--- src/logic/ssp_defs.svh ---
`ifndef SSP_DEFS_SVH
`define SSP_DEFS_SVH

// Register offsets on the 8-bit register port
`define SSP_OFS_CTRL 8'h28
`define SSP_OFS_STAT 8'h29
`define SSP_OFS_DATA 8'h2A
`define SSP_OFS_MASK 8'h2B
`define SSP_OFS_OPTIONS_SECOND_REG 8'h38

// Status bit positions
`define SSP_ST_DONE 7
`define SSP_ST_WRITE_COLLISION_FLAG 6
`define SSP_ST_FAULT 4

// Options register bit positions
`define SSP_OPT_LOW_BIT_FIRST 3
`define SSP_OPT_PRE 2

// Reset values
`define SSP_CTRL_RST 8'h04
`define SSP_OPTIONS_SECOND_REG_RST 8'h00
`define SSP_MASK_RST 8'hD0
`define SSP_DATA_RST 8'h00

// Half periods of the serial clock in bus clocks, per rate select
`define SSP_HALF_0 9'h001
`define SSP_HALF_1 9'h002
`define SSP_HALF_2 9'h008
`define SSP_HALF_3 9'h010
`define SSP_HALF_4 9'h004
`define SSP_HALF_5 9'h008
`define SSP_HALF_6 9'h020
`define SSP_HALF_7 9'h040

// Bits per transfer and edges per master byte
`define SSP_BITS 4'h8
`define SSP_EDGES 5'h10
// Synchroniser depth plus the pin register, as seen by the master sampler
`define SSP_SYNC_LAG 3

`endif

--- src/logic/ssp_pkg.sv ---
package ssp_pkg;

  // Control register fields
  typedef struct packed {
    logic irq_enable_bit;
    logic port_on_bit;
    logic open_drain_select;
    logic controller_role_bit;
    logic clock_idle_level;
    logic clock_sample_phase;
    logic [1:0] rate_lo;
  } ssp_ctrl_t;

  // Driven pin levels before the output stage
  typedef struct packed {
    logic sck;
    logic mosi;
    logic miso;
  } ssp_pins_t;

  // Master clock generator state
  typedef enum logic {
    SSP_IDLE = 1'b0,
    SSP_RUN = 1'b1
  } ssp_state_t;

endpackage : ssp_pkg

--- src/logic/ssp_port.sv ---
`timescale 1ns/1ps
`include "ssp_defs.svh"
module ssp_port #(
  parameter int ADDR_W = 8
) (
  // Clock and reset
  input wire logic clk_sys_i,
  input wire logic reset_i,
  // Register port
  input wire logic [ADDR_W-1:0] reg_addr_i,
  input wire logic [7:0] reg_wdata_i,
  input wire logic reg_wr_i,
  input wire logic reg_rd_i,
  output logic [7:0] reg_rdata_o,
  // Interrupt
  output logic irq_o,
  // Serial clock pin
  input wire logic sck_i,
  output logic sck_o,
  output logic sck_oe_n_o,
  // Controller-out data pin
  input wire logic mosi_i,
  output logic mosi_o,
  output logic mosi_oe_n_o,
  // Controller-in data pin
  input wire logic miso_i,
  output logic miso_o,
  output logic miso_oe_n_o,
  // Slave select pin, input only
  input wire logic ss_n_i
);

  // Offsets need eight address bits
  if (ADDR_W < 8) begin : g_chk
    $error("ssp_port: ADDR_W must be at least 8");
  end

  ssp_pkg::ssp_ctrl_t ctrl_q;
  ssp_pkg::ssp_state_t state_q;
  ssp_pkg::ssp_pins_t pins_q;
  logic [7:0] options_second_reg_q, mask_q, rxbuf_q, txsr_q, rxsr_q, rdata_q;
  logic done_q, write_collision_flag_q, fault_q;
  logic arm_done_q, arm_write_collision_flag_q, arm_fault_q;
  logic [3:0] sck_s_q, mosi_s_q, miso_s_q, ss_s_q;
  logic [8:0] div_q;
  logic [4:0] edge_cnt_q;
  logic [3:0] bit_cnt_q;
  logic [`SSP_SYNC_LAG-1:0] samp_pipe_q;
  logic sck_q, busy_q, skip_q;
  logic sel_ctrl, sel_stat, sel_data, sel_mask, sel_options_second_reg;
  logic wr_data, acc_data, wr_ctrl, rd_stat;
  logic is_master, slave_sel, fault_ev;
  logic s_lead, s_trail, m_tog, m_lead, m_trail;
  logic lead, trail, launch, sample_ev, sample_bit, start, done_ev;
  logic [8:0] half;
  logic [7:0] stat_v;

  // Rate table, optionally stretched by four
  function automatic logic [8:0] half_period(input logic [2:0] sel);
    logic [8:0] h;
    h = `SSP_HALF_0;
    unique case (sel[1:0])
      2'h0: h = sel[2] ? `SSP_HALF_4 : `SSP_HALF_0;
      2'h1: h = sel[2] ? `SSP_HALF_5 : `SSP_HALF_1;
      2'h2: h = sel[2] ? `SSP_HALF_6 : `SSP_HALF_2;
      2'h3: h = sel[2] ? `SSP_HALF_7 : `SSP_HALF_3;
    endcase
    return h;
  endfunction : half_period

  // Address decode
  always_comb begin
    sel_ctrl = (reg_addr_i == ADDR_W'(`SSP_OFS_CTRL));
    sel_stat = (reg_addr_i == ADDR_W'(`SSP_OFS_STAT));
    sel_data = (reg_addr_i == ADDR_W'(`SSP_OFS_DATA));
    sel_mask = (reg_addr_i == ADDR_W'(`SSP_OFS_MASK));
    sel_options_second_reg = (reg_addr_i == ADDR_W'(`SSP_OFS_OPTIONS_SECOND_REG));
    wr_data = reg_wr_i && sel_data;
    acc_data = (reg_wr_i || reg_rd_i) && sel_data;
    wr_ctrl = reg_wr_i && sel_ctrl;
    rd_stat = reg_rd_i && sel_stat;
  end

  // Pin synchronisers; bit 0 feeds only bit 1
  // Upper stages only serve edge detection; spare bits cost little
  always_ff @(posedge clk_sys_i) begin
    if (reset_i) begin
      sck_s_q <= 4'h0;
      mosi_s_q <= 4'h0;
      miso_s_q <= 4'h0;
      ss_s_q <= 4'hF;
    end else begin
      sck_s_q <= {sck_s_q[2:0], sck_i};
      mosi_s_q <= {mosi_s_q[2:0], mosi_i};
      miso_s_q <= {miso_s_q[2:0], miso_i};
      ss_s_q <= {ss_s_q[2:0], ss_n_i};
    end
  end

  // Role and edge decode
  always_comb begin
    is_master = ctrl_q.port_on_bit && ctrl_q.controller_role_bit;
    slave_sel = ctrl_q.port_on_bit && !ctrl_q.controller_role_bit
                && !ss_s_q[1];
    fault_ev = is_master && !ss_s_q[1];
    s_lead = slave_sel && (sck_s_q[1] != sck_s_q[2])
             && (sck_s_q[2] == ctrl_q.clock_idle_level);
    s_trail = slave_sel && (sck_s_q[1] != sck_s_q[2])
              && (sck_s_q[1] == ctrl_q.clock_idle_level);
    half = half_period({options_second_reg_q[`SSP_OPT_PRE], ctrl_q.rate_lo});
    m_tog = (state_q == ssp_pkg::SSP_RUN) && (div_q == 9'h001);
    m_lead = m_tog && !edge_cnt_q[0];
    m_trail = m_tog && edge_cnt_q[0];
    lead = is_master ? m_lead : s_lead;
    trail = is_master ? m_trail : s_trail;
    launch = ctrl_q.clock_sample_phase ? lead : trail;
    // Master samples late to match the synchroniser lag
    sample_ev = is_master ? samp_pipe_q[`SSP_SYNC_LAG-1]
                          : (ctrl_q.clock_sample_phase ? trail : lead);
    sample_bit = is_master ? miso_s_q[1] : mosi_s_q[1];
    start = wr_data && !busy_q && is_master;
    done_ev = sample_ev && (bit_cnt_q == (`SSP_BITS - 4'h1));
  end

  // Control register; a fault drops port and role bits
  always_ff @(posedge clk_sys_i) begin
    if (reset_i) begin
      ctrl_q <= `SSP_CTRL_RST;
    end else if (fault_ev) begin
      ctrl_q.port_on_bit <= 1'b0;
      ctrl_q.controller_role_bit <= 1'b0;
    end else if (wr_ctrl) begin
      ctrl_q <= reg_wdata_i;
    end
  end

  // Options and mask registers
  always_ff @(posedge clk_sys_i) begin
    if (reset_i) begin
      options_second_reg_q <= `SSP_OPTIONS_SECOND_REG_RST;
      mask_q <= `SSP_MASK_RST;
    end else begin
      if (reg_wr_i && sel_options_second_reg) begin
        options_second_reg_q <= reg_wdata_i;
      end
      if (reg_wr_i && sel_mask) begin
        mask_q <= reg_wdata_i;
      end
    end
  end

  // Master clock generator
  always_ff @(posedge clk_sys_i) begin
    if (reset_i) begin
      state_q <= ssp_pkg::SSP_IDLE;
      div_q <= 9'h000;
      edge_cnt_q <= 5'h00;
      sck_q <= 1'b0;
    end else begin
      unique case (state_q)
        ssp_pkg::SSP_IDLE: begin
          sck_q <= ctrl_q.clock_idle_level;
          edge_cnt_q <= 5'h00;
          div_q <= half;
          if (start) begin
            state_q <= ssp_pkg::SSP_RUN;
          end
        end
        ssp_pkg::SSP_RUN: begin
          if (!is_master) begin
            state_q <= ssp_pkg::SSP_IDLE; // Fault or port off
          end else if (m_tog) begin
            sck_q <= !sck_q;
            div_q <= half;
            edge_cnt_q <= edge_cnt_q + 5'h01;
            if (edge_cnt_q == (`SSP_EDGES - 5'h01)) begin
              state_q <= ssp_pkg::SSP_IDLE;
            end
          end else begin
            div_q <= div_q - 9'h001;
          end
        end
      endcase
    end
  end

  // Delayed sample strobe for the master
  // Two synchroniser flops plus the pin register: sampling any earlier
  // would catch the previous bit at the fastest rate
  always_ff @(posedge clk_sys_i) begin
    if (reset_i) begin
      samp_pipe_q <= '0;
    end else begin
      samp_pipe_q <= {samp_pipe_q[`SSP_SYNC_LAG-2:0],
                      is_master && (ctrl_q.clock_sample_phase ? m_trail : m_lead)};
    end
  end

  // Busy tracking; slave drops the byte when deselected
  // A deselect mid-byte loses the partial byte on purpose
  always_ff @(posedge clk_sys_i) begin
    if (reset_i) begin
      busy_q <= 1'b0;
    end else if (!is_master && !slave_sel) begin
      busy_q <= 1'b0;
    end else if (done_ev) begin
      busy_q <= 1'b0;
    end else if (start || s_lead) begin
      busy_q <= 1'b1;
    end
  end

  // Transmit shifter, loaded straight from a data write
  always_ff @(posedge clk_sys_i) begin
    if (reset_i) begin
      txsr_q <= `SSP_DATA_RST;
      skip_q <= 1'b0;
    end else if (wr_data && !busy_q) begin
      txsr_q <= reg_wdata_i;
      skip_q <= ctrl_q.clock_sample_phase;
    end else if (launch) begin
      if (skip_q) begin
        skip_q <= 1'b0; // First leading edge only presents bit
      end else if (options_second_reg_q[`SSP_OPT_LOW_BIT_FIRST]) begin
        txsr_q <= {1'b0, txsr_q[7:1]};
      end else begin
        txsr_q <= {txsr_q[6:0], 1'b0};
      end
    end
  end

  // Receive shifter and count
  always_ff @(posedge clk_sys_i) begin
    if (reset_i) begin
      rxsr_q <= 8'h00;
      bit_cnt_q <= 4'h0;
    end else if ((!is_master && !slave_sel) || start) begin
      bit_cnt_q <= 4'h0;
    end else if (sample_ev) begin
      bit_cnt_q <= done_ev ? 4'h0 : bit_cnt_q + 4'h1;
      if (options_second_reg_q[`SSP_OPT_LOW_BIT_FIRST]) begin
        rxsr_q <= {sample_bit, rxsr_q[7:1]};
      end else begin
        rxsr_q <= {rxsr_q[6:0], sample_bit};
      end
    end
  end

  // Receive buffer; readable while the next byte shifts
  always_ff @(posedge clk_sys_i) begin
    if (reset_i) begin
      rxbuf_q <= 8'h00;
    end else if (done_ev) begin
      rxbuf_q <= options_second_reg_q[`SSP_OPT_LOW_BIT_FIRST] ? {sample_bit, rxsr_q[7:1]}
                                       : {rxsr_q[6:0], sample_bit};
    end
  end

  // Arming by status read; cleared by the clearing access
  always_ff @(posedge clk_sys_i) begin
    if (reset_i) begin
      arm_done_q <= 1'b0;
      arm_write_collision_flag_q <= 1'b0;
      arm_fault_q <= 1'b0;
    end else if (rd_stat) begin
      arm_done_q <= done_q;
      arm_write_collision_flag_q <= write_collision_flag_q;
      arm_fault_q <= fault_q;
    end else begin
      if (acc_data) begin
        arm_done_q <= 1'b0;
        arm_write_collision_flag_q <= 1'b0;
      end
      if (wr_ctrl) begin
        arm_fault_q <= 1'b0;
      end
    end
  end

  // Status flags; a set in the clearing cycle wins
  // Clearing needs a status read first, so stray accesses are harmless
  always_ff @(posedge clk_sys_i) begin
    if (reset_i) begin
      done_q <= 1'b0;
      write_collision_flag_q <= 1'b0;
      fault_q <= 1'b0;
    end else begin
      if (done_ev) begin
        done_q <= 1'b1;
      end else if (acc_data && arm_done_q) begin
        done_q <= 1'b0;
      end
      if (wr_data && busy_q) begin
        write_collision_flag_q <= 1'b1;
      end else if (acc_data && arm_write_collision_flag_q) begin
        write_collision_flag_q <= 1'b0;
      end
      if (fault_ev) begin
        fault_q <= 1'b1;
      end else if (wr_ctrl && arm_fault_q) begin
        fault_q <= 1'b0;
      end
    end
  end

  // Status image; empty positions stay zero
  always_comb begin
    stat_v = 8'h00;
    stat_v[`SSP_ST_DONE] = done_q;
    stat_v[`SSP_ST_WRITE_COLLISION_FLAG] = write_collision_flag_q;
    stat_v[`SSP_ST_FAULT] = fault_q;
  end

  // Read data, one cycle after the strobe; unmapped reads zero
  always_ff @(posedge clk_sys_i) begin
    if (reset_i) begin
      rdata_q <= 8'h00;
    end else if (reg_rd_i) begin
      rdata_q <= sel_ctrl ? ctrl_q :
                 sel_stat ? stat_v :
                 sel_data ? rxbuf_q :
                 sel_mask ? mask_q :
                 sel_options_second_reg ? options_second_reg_q : 8'h00;
    end else begin
      rdata_q <= 8'h00;
    end
  end

  assign reg_rdata_o = rdata_q;
  // Level interrupt; flags still visible when enable is off
  assign irq_o = ctrl_q.irq_enable_bit && |(stat_v & mask_q);

  // Registered pin levels
  always_ff @(posedge clk_sys_i) begin
    if (reset_i) begin
      pins_q <= '0;
    end else begin
      pins_q.sck <= sck_q;
      pins_q.mosi <= options_second_reg_q[`SSP_OPT_LOW_BIT_FIRST] ? txsr_q[0] : txsr_q[7];
      pins_q.miso <= options_second_reg_q[`SSP_OPT_LOW_BIT_FIRST] ? txsr_q[0] : txsr_q[7];
    end
  end

  // Output stage; open drain only ever pulls low
  // Released pins rely on board pull-ups in open-drain mode
  always_comb begin
    sck_o = ctrl_q.open_drain_select ? 1'b0 : pins_q.sck;
    mosi_o = ctrl_q.open_drain_select ? 1'b0 : pins_q.mosi;
    miso_o = ctrl_q.open_drain_select ? 1'b0 : pins_q.miso;
    sck_oe_n_o = !(is_master && (!ctrl_q.open_drain_select || !pins_q.sck));
    mosi_oe_n_o = !(is_master && (!ctrl_q.open_drain_select || !pins_q.mosi));
    miso_oe_n_o = !(slave_sel && (!ctrl_q.open_drain_select || !pins_q.miso));
  end

endmodule : ssp_port

--- config.mk ---
export PLATFORM = sky130hd
export DESIGN_NAME = ssp_port
export DESIGN_NICKNAME = d
export VERILOG_FILES = /design/src/logic/ssp_pkg.sv /design/src/logic/ssp_port.sv
export VERILOG_INCLUDE_DIRS = /design/src /design/src/logic
export SDC_FILE = /design/constraint.sdc
export NUM_CORES = 1
export LEC_CHECK = 0
export ABC_AREA = 1
export CAP_MARGIN = 20
export CORE_ASPECT_RATIO = 1.1
export CORE_MARGIN = 1.5
export CORE_UTILIZATION = 45
export DETAILED_ROUTE_END_ITERATION = 6
export DONT_BUFFER_PORTS = 1
export PLACE_DENSITY = 0.68
export SYNTH_ARGS = -nofsm -noshare
export SYNTH_HDL_FRONTEND = slang
export SYNTH_SLANG_ARGS = --single-unit
--- constraint.sdc ---
create_clock -name clk_sys_i -period 1.64 [get_ports clk_sys_i]
set_input_delay 0.164 -clock clk_sys_i [delete_from_list [all_inputs] [get_ports clk_sys_i]]
set_output_delay 0.164 -clock clk_sys_i [all_outputs]
set_load 0.05 [all_outputs]
==> impl_metrics.toml <==
[worst_setup_path]
path_class = "flip-flop to flip-flop"
worst_path_max_delay_cell = "dfxtp_2"
cp-end-kind = "flip-flop"
worstPathRequired_ns = 1.89
ff2ff_setup_slack_ns = -0.06
reg2reg_from = "div_q[1]"
cp-start-kind = "flip-flop"
critPathMaxStageDelay_ns = 0.32
r2r_cells = 14
r2r-end = "rxbuf_q[6]"
crit_fanout = 7
critical_path_arrival_ns = 1.94
crit_chain = "inv_2 -> ha_4 -> inv_2 -> nor2_1 -> nand2_1 -> nor2_4 -> nand3_2 -> nand3_2 -> nand2_4 -> nand2_8 -> clkbuf_16 -> nand3_1 -> nand2_1 -> nor2_1"

[synth]
yosysSeqAreaShare_pct = 41.2
yosys-top-cells-area = "dfxtp_1, nand2_1, nand3_1"
syn-num-nets = 695
synth_cell_type_count = 38
yosysTopAreaCellShare_pct = 41.2
ys_ff_latch = 98
syn_area_um2 = 4760
synth-edff-count = 0
async_flop_share_pct = 0
synthFlopType = "dfxtp_1"
ys_warn_count = 0
synth_area_per_cell_um2 = 7.14
synth_top_area_cell = "dfxtp_1"
synth_cells = 666

[routing]
vias_per_cell = 5.30
drtIter0Drc = 322
wl_per_cell_um = 14.6
dr.pass1.iters = 5
drc = 0
drt-total-wl_mm = 12.3
dr_total_vias = 4495
antenna_left = 0

[placement]
placed_cells = 808
placed_area_um2 = 5010
dp_hpwl_mm = 8.13
place_congestion = 0.860
detailedPlace.worstSlack_ns = -0.0697
port_buffers = 0

[status]
violations = "negative setup slack"
status = "complete, but fails checks"

[timing]
finalCritPeriodShare_pct = 104
timing.fmax_mhz = 589
setup_viol = 26
drv_slew = 0
max_slew.worst_pin.slew_ns = 0.480
worst_slack_ns = -0.0578
skew_ns = 0.00632
rsz0062_at_grt = "yes"
period_minus_slack_ns = 1.70
slew_headroom_pct = 68.0
finalHoldViolations = 0

[global_route]
use_met1_pct = 30.1
grt_max_degree = 39
grt-ovfl-total = 0
grt_pass1_wl_mm = 20.2
grt_use_met2_pct = 37.0
grt_pass1_vias = 4259
met3_usage_pct = 5.11
grt_busiest_layer = "met2"
grt_use_total_pct = 23.0
grt_antenna_before_repair = 0

[finish]
num-nets-final = 729
antennaDiodeCount = 0
seq_area_um2 = 1970
fill_cells = 972
fin_area_um2 = 5780
area_growth_pct = 21.6
drive_gt1_share_pct = 18.2
final_common_cell = "nand2_1"
layoutNonFillerInstCount = 848
final_cell_mix = "nand2_1, dfxtp_1, inv_1, nor2_1, nand3_1"
multi_input_area_um2 = 2520
postLayoutCoreUtil_pct = 55.9

[cts]
cts-buffers-inserted = 9
cts.sinks = 98
cts_tree = "done"
root_buffer = "clkbuf_16"
clock_latency_ns = 0.35
path_clk_slew_ns = 0.07
cts_max_level = 3
clk_path_buf_depth = 2

[run]
cap_viol_max_count = 0

[floorplanning]
rows = 39
dieArea_um2 = 11200
core_area_um2 = 10300
initial_core_util_pct = 46.0
fp.dieW_um = 101
die_h_um = 111
num_io_pins = 39

[min_path]
whs_path_depth = 2
min_path_type = "input pin to flip-flop"
whs_endpoint = "ctrl_q[6]"
hold_start = "reg_wdata_i[6]"

[pwr]
power.leakage_nw = 2.25
peakVddDrop_uv = 494
p_per_area_nw_per_um2 = 807
fin_total_pwr_mw = 4.67
==> per-stage QoR <==
step / hold WS (ns) / setup TNS (ns)
6_report: 0.00490 / -0.690
4_1_cts: 0.00401 / -0.422
3_5_place_dp: 0.242 / -0.754
5_1_grt: 0.0160 / -4.03
3_3_place_gp: 0.239 / -0.401
2_1_floorplan: 0.268 / -0.122
==> cell families (layout without fill, tap and decap cells) <==
| kind of cell | count (synthesis) | in the layout | synth area share [%] |
|---|---|---|---|
| AO/OA/AOI/OAI | 142 | 142 | 16.6 |
| adder cells (fa/ha/maj) | 5 | 5 | 1.32 |
| buffers and inverters | 109 | 147 | 9.84 |
| flip-flops | 98 | 98 | 41.2 |
| AND/OR/NAND/NOR | 305 | 306 | 29.7 |
| XOR/XNOR | 7 | 7 | 1.29 |
==> state kept, by name, summed over array words and instances, names as in the netlist, 4 cells and up <==
name                  flops
rxbuf_q                   8
ctrl_q                    8
bit_cnt_q                 4
rxsr_q                    8
options_second_reg_q      8
reg_rdata_o               8
mask_q                    8
txsr_q                    8
div_q                     9
edge_cnt_q                5
==> critical path, delay by kind of cell, from the launching register on <==
kind | cells | cell delay, ns
and+or+nand+nor | 10 | 0.90
DFF | 1 | 0.32
buffers and inverters | 3 | 0.24
adders and majority gates | 1 | 0.12
==> final cells by class <==
| type | instances | share of cell area [%] |
|---|---|---|
| sequential | 98 | 34.0 |
| timing repair buffer | 51 | 9.00 |
| multi-input combinational | 460 | 43.6 |
| clock buffer | 9 | 3.89 |
| inverter | 80 | 5.32 |
| tap | 143 | 3.09 |
| clock inverter | 7 | 1.08 |
==> power breakdown <==
| part | total (mW) | switching [mW] | internal (mW) |
|---|---|---|---|
| Sequential | 2.40 | 0.00942 | 2.39 |
| Combinational | 0.202 | 0.122 | 0.0798 |
| Clock | 2.06 | 1.00 | 1.06 |
==> metal layers <==
metal  share of wire, %  vias to the layer above
met5                  0                        -
met4                2.2                        0
met3                6.6                       21
met2                 47                      144
met1                 44                     2084
li1                   -                     2246
==> worst max-delay path by stage <==
stage / slack [ns] / end / startpoint / depth (start not counted)
floorplan: -0.04 / miso_oe_n_o / ctrl_q[5] / 2
global placement: -0.04 / txsr_q[4] / div_q[1] / 12
detailed placement: -0.07 / txsr_q[7] / div_q[1] / 12
CTS: -0.03 / rxsr_q[0] / div_q[1] / 14
global route: -0.17 / rxbuf_q[6] / div_q[1] / 14
finish: -0.06 / rxbuf_q[6] / div_q[1] / 14
==> cells in the mapped netlist, types with 9 or more instances <==
cell      instances
a21oi_1          55
clkbuf_1         12
dfxtp_1          98
inv_1            69
inv_2             9
nand2_1         139
nand3_1          56
nor2_1           69
o211ai_1          9
o21ai_0          50
o21ai_1           9
==> timing repair <==
item	in CTS	in global routing
hold buffers	15	0
setup endpoints to repair	28	47
endpoints found under the hold margin	40	0
buffers inserted	5	1
resized for setup	22	35
pin swaps	7	11
gates cloned	3	1
(Power assumes the default switching activity.)
